--- src/hdl/ivpr_pkg.sv ---
// Constants and types for the interrupt vector priority resolver
package ivpr_pkg;
  localparam int unsigned IVPR_NUM_VEC = 86;
  localparam int unsigned IVPR_VEC_W = 7;
  localparam int unsigned IVPR_ADDR_W = 21;
  localparam int unsigned IVPR_TARGET_W = 19;
  localparam int unsigned IVPR_LVL_W = 2;
  localparam int unsigned IVPR_WORDS_PER_ENTRY = 2;
  // Table bases at which entries 0 and 1 are the reset overlay
  localparam logic [20:0] IVPR_RESET_BASE_INT = 21'h000200;
  localparam logic [20:0] IVPR_RESET_BASE_EXT = 21'h000000;
  // Vector numbers with a documented fixed role
  localparam logic [6:0] IVPR_VEC_LOW_VOLTAGE = 7'h14;
  localparam logic [6:0] IVPR_VEC_PLL = 7'h15;
  localparam logic [6:0] IVPR_VEC_CONV_B_LIMIT = 7'h4b;
  localparam logic [6:0] IVPR_VEC_CONV_A_LIMIT = 7'h4c;
  localparam logic [6:0] IVPR_VEC_SOFT_LP = 7'h51;
  // Level classes of each vector
  typedef enum logic [2:0] {
    IVPR_CLS_NONE,
    IVPR_CLS_FIX3,
    IVPR_CLS_FIX2,
    IVPR_CLS_FIX1,
    IVPR_CLS_FIX0,
    IVPR_CLS_DBG,
    IVPR_CLS_PER
  } ivpr_cls_t;
  // Class of each vector number
  function automatic ivpr_cls_t ivpr_class(input int unsigned v);
    ivpr_class = IVPR_CLS_PER;
    if (v <= 1 || v == 8 || v == 12 || v == 13 || v == 19 || v == 25 || v == 36 ||
        v == 37 || v == 44 || v == 51 || v == 70 || v >= IVPR_NUM_VEC) begin
      ivpr_class = IVPR_CLS_NONE;
    end else if (v <= 5) begin
      ivpr_class = IVPR_CLS_FIX3;
    end else if (v <= 11) begin
      ivpr_class = IVPR_CLS_DBG;
    end else if (v == 14) begin
      ivpr_class = IVPR_CLS_FIX2;
    end else if (v == 15 || v == 81) begin
      ivpr_class = IVPR_CLS_FIX1;
    end else if (v == 16) begin
      ivpr_class = IVPR_CLS_FIX0;
    end
  endfunction
endpackage

--- src/hdl/ivpr_level_map.sv ---
// Effective level of one request
`timescale 1ns/100ps
module ivpr_level_map #(
  parameter int unsigned VEC = 2
) (
  input wire logic req_in,
  input wire logic [ivpr_pkg::IVPR_LVL_W-1:0] prog_level_in,
  output logic valid_out,
  output logic [ivpr_pkg::IVPR_LVL_W-1:0] level_out
);
  import ivpr_pkg::*;
  localparam ivpr_cls_t CLS = ivpr_class(VEC);

  // Fold the class rules into a valid flag and a level
  always_comb begin
    valid_out = req_in;
    level_out = prog_level_in;
    unique case (CLS)
      IVPR_CLS_NONE: begin
        valid_out = 1'b0;
        level_out = 2'h0;
      end
      IVPR_CLS_FIX3: level_out = 2'h3;
      IVPR_CLS_FIX2: level_out = 2'h2;
      IVPR_CLS_FIX1: level_out = 2'h1;
      IVPR_CLS_FIX0: level_out = 2'h0;
      // Level 0 is not a debug level, so it disables the source
      IVPR_CLS_DBG: valid_out = req_in && (prog_level_in != 2'h0);
      // Level 3 is reserved for the core, so it disables the source
      IVPR_CLS_PER: valid_out = req_in && (prog_level_in != 2'h3);
    endcase
  end
endmodule // ivpr_level_map

--- src/hdl/ivpr_resolver.sv ---
// Interrupt priority resolver and vector fetch address generator
`timescale 1ns/100ps
module ivpr_resolver (
  input wire logic clk_in,
  input wire logic reset_in,
  input wire logic [ivpr_pkg::IVPR_NUM_VEC-1:0] req_in,
  input wire logic [2*ivpr_pkg::IVPR_NUM_VEC-1:0] prog_level_in,
  input wire logic [ivpr_pkg::IVPR_LVL_W-1:0] core_mask_in,
  input wire logic [ivpr_pkg::IVPR_ADDR_W-1:0] vector_table_base_in,
  input wire logic ext_boot_in,
  input wire logic ext_address_width_select_in,
  input wire logic ack_in,
  output logic irq_out,
  output logic [ivpr_pkg::IVPR_VEC_W-1:0] vector_out,
  output logic [ivpr_pkg::IVPR_LVL_W-1:0] level_out,
  output logic [ivpr_pkg::IVPR_ADDR_W-1:0] fetch_addr_out,
  output logic reset_overlay_out
);
  import ivpr_pkg::*;

  // The scan, the level maps and the fetch arithmetic assume these sizes
  if (IVPR_LVL_W != 2 || IVPR_ADDR_W < IVPR_VEC_W + 1 ||
      (1 << IVPR_VEC_W) < IVPR_NUM_VEC) begin : g_bad_cfg
    $error("unsupported vector table configuration");
  end

  logic [IVPR_NUM_VEC-1:0] valid;
  logic [2*IVPR_NUM_VEC-1:0] lvl;
  logic win_found;
  logic [IVPR_VEC_W-1:0] win_vec;
  logic [IVPR_LVL_W-1:0] win_lvl;
  logic irq_ff;
  logic [IVPR_VEC_W-1:0] vec_ff;
  logic [IVPR_LVL_W-1:0] lvl_ff;
  logic [IVPR_ADDR_W-1:0] addr_ff;
  logic overlay_ff;
  logic nxt_overlay;
  // Checker helpers: a second view of the winner, read only by assertions
  logic beaten;
  logic [IVPR_LVL_W-1:0] raw_lvl_ff;

  // One level map per vector; reserved ones fold to never valid
  for (genvar g = 0; g < IVPR_NUM_VEC; g++) begin : g_map
    ivpr_level_map #(.VEC(g)) u_map (
      .req_in(req_in[g]),
      .prog_level_in(prog_level_in[2*g +: 2]),
      .valid_out(valid[g]),
      .level_out(lvl[2*g +: 2])
    );
  end

  // Scan from high vector to low so the lowest number wins ties
  always_comb begin
    win_found = 1'b0;
    win_vec = 7'h00;
    win_lvl = 2'h0;
    for (int i = IVPR_NUM_VEC - 1; i >= 0; i--) begin
      if (valid[i] && lvl[2*i +: 2] >= core_mask_in) begin
        if (!win_found || lvl[2*i +: 2] >= win_lvl) begin
          win_found = 1'b1;
          win_vec = IVPR_VEC_W'(i);
          win_lvl = lvl[2*i +: 2];
        end
      end
    end
  end

  // Second formulation of the choice: no eligible source may outrank the
  // winner, either by a higher level or by a lower number at its level
  always_comb begin
    beaten = 1'b0;
    for (int j = 0; j < IVPR_NUM_VEC; j++) begin
      if (win_found && valid[j] && lvl[2*j +: 2] >= core_mask_in) begin
        if (lvl[2*j +: 2] > win_lvl ||
            (lvl[2*j +: 2] == win_lvl && j < int'(win_vec))) begin
          beaten = 1'b1;
        end
      end
    end
  end

  // Entries 0 and 1 hold reset addresses at the internal reset base, or at the external one on a narrow external boot
  always_comb begin
    nxt_overlay = (vector_table_base_in == IVPR_RESET_BASE_INT) ||
      (ext_boot_in && !ext_address_width_select_in &&
       vector_table_base_in == IVPR_RESET_BASE_EXT);
  end

  // Presented request and its vector; recomputed every cycle, irq dropped in the cycle after an ack
  always_ff @(posedge clk_in) begin
    if (reset_in) begin
      irq_ff <= 1'b0;
      vec_ff <= 7'h00;
      lvl_ff <= 2'h0;
    end else begin
      irq_ff <= win_found && !ack_in;
      vec_ff <= win_vec;
      lvl_ff <= win_lvl;
    end
  end

  // Fetch address: base plus two words per vector number
  always_ff @(posedge clk_in) begin
    if (reset_in) begin
      addr_ff <= 21'h000000;
    end else begin
      addr_ff <= vector_table_base_in +
        IVPR_ADDR_W'({win_vec, 1'b0});
    end
  end

  // Programmed level of the winner as software wrote it, before any folding
  always_ff @(posedge clk_in) begin
    if (reset_in) begin
      raw_lvl_ff <= 2'h0;
    end else begin
      raw_lvl_ff <= prog_level_in[2*win_vec +: 2];
    end
  end

  // Overlay flag registered so it lines up with the address
  always_ff @(posedge clk_in) begin
    if (reset_in) begin
      overlay_ff <= 1'b0;
    end else begin
      overlay_ff <= nxt_overlay;
    end
  end

  assign irq_out = irq_ff;
  assign vector_out = vec_ff;
  assign level_out = lvl_ff;
  assign fetch_addr_out = addr_ff;
  assign reset_overlay_out = overlay_ff;

  // Checks tie presented outputs to the registered request set
  property p_fix3;
    @(posedge clk_in) disable iff (reset_in)
      (|req_in[5:2]) |=> (irq_out || $past(ack_in)) && level_out == 2'h3;
  endproperty
  a_fix3: assert property (p_fix3) else $error("core fault not at level 3");
  property p_addr;
    @(posedge clk_in) disable iff (reset_in)
      irq_out |-> fetch_addr_out == $past(vector_table_base_in) + 21'(2 * vector_out);
  endproperty
  a_addr: assert property (p_addr) else $error("fetch address not base plus 2n");
  property p_reserved;
    @(posedge clk_in) disable iff (reset_in)
      irq_out |-> !(vector_out inside {0, 1, 8, 12, 13, 19, 25, 36, 37, 44, 51, 70});
  endproperty
  a_reserved: assert property (p_reserved) else $error("reserved vector raised");
  property p_mask;
    @(posedge clk_in) disable iff (reset_in)
      irq_out |-> level_out >= $past(core_mask_in);
  endproperty
  a_mask: assert property (p_mask) else $error("request below mask presented");
  property p_order;
    @(posedge clk_in) disable iff (reset_in)
      (irq_out && vector_out > 7'h02) |-> !$past(req_in[2]);
  endproperty
  a_order: assert property (p_order) else $error("lower vector passed over");
  property p_silent;
    @(posedge clk_in) disable iff (reset_in)
      (req_in == '0) |=> !irq_out;
  endproperty
  a_silent: assert property (p_silent) else $error("request without a source");
  property p_width;
    @(posedge clk_in) disable iff (reset_in)
      irq_out |-> vector_out < 7'h56;
  endproperty
  a_width: assert property (p_width) else $error("vector beyond table");
  property p_overlay;
    @(posedge clk_in) disable iff (reset_in)
      ($past(vector_table_base_in) == 21'h000200) |-> reset_overlay_out;
  endproperty
  a_overlay: assert property (p_overlay) else $error("overlay not flagged");
  property p_overlay_ext;
    @(posedge clk_in) disable iff (reset_in)
      ($past(ext_boot_in) && !$past(ext_address_width_select_in) &&
       $past(vector_table_base_in) == 21'h000000) |-> reset_overlay_out;
  endproperty
  a_overlay_ext: assert property (p_overlay_ext) else $error("narrow boot overlay missed");
  property p_overlay_only;
    @(posedge clk_in) disable iff (reset_in)
      reset_overlay_out |-> ($past(vector_table_base_in) == 21'h000200 ||
        $past(vector_table_base_in) == 21'h000000);
  endproperty
  a_overlay_only: assert property (p_overlay_only) else $error("overlay at other base");
  // A winner that some eligible source outranks means the scan is broken
  property p_best;
    @(posedge clk_in) disable iff (reset_in)
      win_found |-> !beaten;
  endproperty
  a_best: assert property (p_best) else $error("winner outranked");
  // Debug sources carry their programmed level; zero must never show
  property p_dbg_level;
    @(posedge clk_in) disable iff (reset_in)
      (irq_out && ivpr_class(vector_out) == IVPR_CLS_DBG) |->
        (level_out != 2'h0 && level_out == raw_lvl_ff);
  endproperty
  a_dbg_level: assert property (p_dbg_level) else $error("debug level out of range");
  // Peripheral sources carry their programmed level; three must never show
  property p_per_level;
    @(posedge clk_in) disable iff (reset_in)
      (irq_out && ivpr_class(vector_out) == IVPR_CLS_PER) |->
        (level_out != 2'h3 && level_out == raw_lvl_ff);
  endproperty
  a_per_level: assert property (p_per_level) else $error("peripheral level out of range");
  // Software interrupts below the core faults sit at fixed levels
  property p_fixed_sw;
    @(posedge clk_in) disable iff (reset_in)
      irq_out |-> ((vector_out != 7'h0e || level_out == 2'h2) &&
        (vector_out != 7'h0f || level_out == 2'h1) &&
        (vector_out != 7'h51 || level_out == 2'h1) &&
        (vector_out != 7'h10 || level_out == 2'h0));
  endproperty
  a_fixed_sw: assert property (p_fixed_sw) else $error("fixed software level wrong");
endmodule // ivpr_resolver

--- config.mk ---
export PLATFORM = sky130hd
export DESIGN_NAME = ivpr_resolver
export DESIGN_NICKNAME = d
export VERILOG_FILES = /design/src/hdl/ivpr_pkg.sv /design/src/hdl/ivpr_level_map.sv /design/src/hdl/ivpr_resolver.sv
export SDC_FILE = /design/constraint.sdc
export NUM_CORES = 1
export LEC_CHECK = 0
export BUFFER_PORTS_ARGS = -buffer_cell sky130_fd_sc_hd__buf_2
export CAP_MARGIN = 20
export CORE_MARGIN = 2
export CORE_UTILIZATION = 35
export DETAILED_ROUTE_END_ITERATION = 6
export GPL_TIMING_DRIVEN = 0
export PLACE_DENSITY = 0.57
export SYNTH_ARGS = -nofsm -noshare
export SYNTH_HDL_FRONTEND = slang
export SYNTH_SLANG_ARGS = --single-unit
export TNS_END_PERCENT = 50
--- constraint.sdc ---
create_clock -name clk_in -period 110 [get_ports clk_in]
set_clock_uncertainty 0.15 [all_clocks]
set_input_delay 33 -clock clk_in [delete_from_list [all_inputs] [get_ports clk_in]]
set_output_delay 33 -clock clk_in [all_outputs]
set_load 0.02 [all_outputs]
### Word-level counts from Yosys, hierarchy flattened

Index checks and enable logic that the tools add are counted.

* $add $sub $neg: 1
* $lt $le $gt $ge: 143
* equality and inequality tests: 62
* multiplexer cells: 441
* reduce and logical (&&, ||, !) cells: 298

Operators with widths (count)
* 7-bit two-way mux: 147
* 2-bit two-way mux: 147
* 2-bit >= comparator: 131
* 1-bit two-way mux: 147
* 1-bit logical AND: 143
* 2-bit != test, second input constant: 61
* 1-bit zero test: 75
* 1-bit logical OR: 74
* 21-bit by 8-bit adder with 21-bit output: 1
* 21-bit by 10-bit equality test with 1-bit output, second input constant: 1
* 21-bit zero test: 1
* 2-bit >= comparator, first input constant: 7
* 1-bit by 2-bit >= comparator with 1-bit output, first input constant: 5
* 2-bit nonzero test: 5

* flip-flop bits (word level): 32
* logic and storage cells: 950

### Depth between registers and ports, before layout

* depth after elaboration: 297
* depth in mapped cells: 483
* mapped depth without buffers: 481

### Hierarchy

A second synthesis with hierarchy kept.

* cells, all modules: 2262
* area, all modules: 16634.7 µm²

By module, submodules not included
* ivpr_resolver: instances 1, cells an instance 1981, area each 14382.5 µm², sequential area each 640.6 µm²
* ivpr_level_map at g_map[17].u_map ...: instances 61, cells an instance 3, area each 26.3 µm², sequential area each 0.0 µm²
* ivpr_level_map at g_map[0].u_map ...: instances 17, cells an instance 4, area each 26.3 µm², sequential area each 0.0 µm²
* ivpr_level_map at g_map[10].u_map ...: instances 5, cells an instance 3, area each 22.5 µm², sequential area each 0.0 µm²
* ivpr_level_map at g_map[14].u_map ...: instances 3, cells an instance 5, area each 30.0 µm², sequential area each 0.0 µm²

### Worst setup path after synthesis

No wires, ideal clock.

* path type: input -> register
* from: input core_mask_in[1] in the netlist's numbering
* to: register addr_ff[17], in the netlist fetch_addr_out[17]
* library setup time: 128 ps
* arrival time: 112894 ps
* data required time: 109722 ps
* path slack: -3172 ps
* cell stages on the path: 442
* buffers on the path: 2
* cells stage by stage: inv_1 ha_1 a21oi_1 nor3_1 ha_1 nand2b_1 a21oi_1 nand3_1 nand3_1 nand2_1 ha_1 nand2b_1 a21oi_1 a21o_1 a31oi_1 ha_1 nand2b_1 a21o_1 [406 not listed] nand2b_1 a21o_1 o21ai_2 nand2_1 nand2_1 nand2_1 a31o_1 fa_1 a21o_1 a21o_1 a21o_1 a21oi_1 nor2b_1 o21ai_0 nor2_1 nand4_1 xor2_1 nor2_1

* word-level cells in the longest chain between the ends: 296
* elaborated cells on any way between the ends: 801

RTL lines
* from (decl): line ivpr_resolver.sv:8 `input wire logic [ivpr_pkg::IVPR_LVL_W-1:0] core_mask_in,`
* 2-bit >= comparator
* 1-bit logical AND: line ivpr_resolver.sv:58 `if (valid[i] && lvl[2*i +: 2] >= core_mask_in) begin`
* 2-bit two-way mux / 1-bit two-way mux (equally long branches): line ivpr_resolver.sv:58
* 2-bit >= comparator / 1-bit zero test (equally long branches): line ivpr_resolver.sv:59 `if (!win_found || lvl[2*i +: 2] >= win_lvl) begin`
* 1-bit logical OR: line ivpr_resolver.sv:59
* 2-bit two-way mux / 1-bit two-way mux (equally long branches): line ivpr_resolver.sv:59
* 2-bit two-way mux / 1-bit two-way mux (equally long branches): line ivpr_resolver.sv:58
* 2-bit >= comparator / 1-bit zero test (equally long branches): line ivpr_resolver.sv:59
* [281 not listed]
* 2-bit two-way mux / 1-bit two-way mux (equally long branches): line ivpr_resolver.sv:59
* 2-bit two-way mux / 1-bit two-way mux (equally long branches): line ivpr_resolver.sv:58
* 2-bit >= comparator / 1-bit zero test (equally long branches): line ivpr_resolver.sv:59
* 1-bit logical OR: line ivpr_resolver.sv:59
* 7-bit two-way mux: line ivpr_resolver.sv:59
* 7-bit two-way mux (*): line ivpr_resolver.sv:58
* named net win_vec[1]: line ivpr_resolver.sv:30 `logic [IVPR_VEC_W-1:0] win_vec;`
* 21-bit by 8-bit adder with 21-bit output (*): line ivpr_resolver.sv:107 `addr_ff <= vector_table_base_in +`
* to (signal assigned): line ivpr_resolver.sv:107
* to (decl): line ivpr_resolver.sv:35 `logic [IVPR_ADDR_W-1:0] addr_ff;`

Mark *: on every way through the listed nets, which the timed path passes. The rest lies on a longest branch.
A chain may end at the register's enable or synchronous reset.

### Worst setup path in the final report

* from: input core_mask_in[0] in the netlist's numbering
* to: register addr_ff[17], in the netlist fetch_addr_out[17]

The elaborated chain is that of the path after synthesis.

==> out/qor.csv <==
metric;value;unit
post-synthesis sequential area ratio;5.40;%
status;complete, but fails checks;
Vias;14500;
worst vdd ir;0.00736;mV
failing checks;negative setup slack;
final setup margin;-2350;ps
Fmax;8.90;MHz
CTS clock-pin slew for the worst setup and hold paths;50;ps
Initial Utilization;35.5;%
post-synthesis cell area;0.0119;sq mm
post-synth top area share;22.8;%
FF/Latch Area;641;sq um
initial antenna violation count;6;
die width;188;microns
CP max stage cell;or4b_4;
Worst Tran Pin Value;1020;ps
Final Hold Fails;0;
CP required;110000;ps
FP Rows;67;
Max Root-Sink Buffers;2;
synthesized net count;2227;
Area Growth Syn to Fin;52.3;%
Area contributors post-synth;ha_1, nand2_1, nand2b_1;
PwrDens;11.5;mW/mm^2
CTS tree;built;
IO Count;318;
DR WL/cell;16.9;microns
min Tclk post-route;112350;ps
ys flop type;dfxtp_1;
top cells by count, synth;nand2_1, ha_1, nor2_1, a21oi_1, nand2b_1;
crit start category;input port;
Post-route DRC;0;
H-tree lvl count;2;
CP arrival;112340;ps
layout cell share with drive strength beyond 1;41.4;%
Congestion Overflow GR;0;
leading area contributor after synthesis;ha_1;
final period utilization;102;%
total CTS buffers;5;
FILL cells;3137;
die area;0.0354;sq mm
final wirelength;44.4;mm
Clock Sinks;32;
Netlist cell types;106;
final cell count without fillers;2628;
RePlAce Congestion;0.908;
post-DP HPWL;33.7;mm
largest net degree at the start of global routing;30;
Hold Path Class;input port to register;
Max-Cap Viols;0;
drt first pass iters;6;
Final setup viols;29;
final core utilization;54.0;%
RSZ-0062 raised after global routing;yes;
crit end category;register;
Post-Place Cells;2439;
vias in the first global route;12900;
#FFs+latches synth;32;
max_slew headroom;31.2;%
DR vias/cell;5.52;
Worst path most repeated cell;nand2b_4;
Final nets;2677;
Global Route Usage Sum;21.8;%
worst-path fanout max;8;
count leader, synth;nand2_1;
antenna-violating nets left;0;
hold depth;2;
number of synthesized flops with an enable pin;0;
syn avg cell area;6.89;sq um
CTS root buf;clkbuf_16;
Slew Limit Fails;0;
Initial DRC Count;728;
Yosys warnings;0;
Syn Inst Count;1724;
CP Class;input port to register;
Core Box Area;0.0334;sq mm
first-pass GRT wire length;64.8;mm
leak pwr;8.47;nW
slowest stage delay, CP;490;ps
dpl ws;-8910;ps
port bufs;264;
Die Ht;188;microns
asr flop ratio synth;0;%
area of the multi-input gates;0.0133;sq mm
[registers in the layout, summed over array words and instances (netlist names)]
name               count
fetch_addr_out        21
irq_out                1
level_out              2
reset_overlay_out      1
vector_out             7
[what timing repair did]
item,CTS,global route
pin swaps,11,287
hold buffers,0,0
endpoints found under the setup margin,29,29
resized for setup,15,369
gates cloned,1,3
buffers inserted,13,160
[per-layer routing]
metal  GRT usage [%]  vias to the layer above  share of wire, %
li1                -                     7253                 -
met1            29.0                     6776                44
met2            38.5                      409                49
met3            1.99                       62               4.6
met4            3.76                        2               2.0
met5               0                        -             0.025
[cells in the final DEF, fill, tap and decap left out, types with 25 or more instances in the layout]
cell,instances
a21o_1,40
a21oi_1,103
a21oi_2,29
and2_1,25
buf_2,262
buf_4,175
dfxtp_1,32
ha_1,184
ha_4,31
inv_1,106
nand2_1,205
nand2b_1,78
nand2b_4,53
nand3_1,25
nor2_1,143
nor3_1,26
o21ai_0,45
o21ai_2,26
[metrics by stage]
stage / hold WS [ps] / area [sq um] / TNS (ps) / power (mW)
2_1_floorplan: 32930 / 12500 / -1.16 / 0.105
3_3_place_gp: 33030 / 14400 / -245810 / 0.132
3_5_place_dp: 33030 / 14500 / -230050 / 0.135
4_1_cts: 32750 / 14900 / -180810 / 0.155
5_1_grt: 32750 / 18100 / -147400 / 0.224
6_report: 32750 / 18100 / -45930 / 0.208
[layout make-up]
type,instances,share of cell area [%]
tap,448,3.10
clock buffer,7,0.844
clock inverter,1,0.166
inverter,122,2.57
buffer,11,0.374
timing repair buffer,444,15.7
multi-input combinational,1558,73.7
antenna,5,0.0692
sequential,32,3.54
[critical path: cells and delay by family]
kind            cells  cell delay, ps
compound gates    182           31490
xor+xnor            1             140
fa+ha+maj          77           20570
buf+inv            23            2270
mux                15            4630
simple gates      152           20040
[report_power, final]
part | leakage (nW) | switching [mW] | internal (mW) | total (mW)
clock | 0.0902 | 0.00468 | 0.0119 | 0.0166
combinational | 8.11 | 0.0904 | 0.0882 | 0.179
sequential | 0.265 | 0.000216 | 0.0124 | 0.0126
total | 8.47 | 0.0953 | 0.113 | 0.208
[cell families after synthesis]
| kind of cell | share of synthesized area, % |
|---|---|
| compound gates | 30.4 |
| fa+ha+maj | 23.8 |
| xor+xnor | 1.03 |
| buf+inv | 4.36 |
| mux | 2.11 |
| simple gates | 32.9 |
| flops | 5.40 |
[path summary, 6_finish.rpt]
kind | slack [ps] | to | from
worst max-delay path | -2350 | fetch_addr_out[17] | core_mask_in[0]
worst min-delay path | 32750 | irq_out | ack_in
Note: power is estimated with default switching activity, not from simulation.
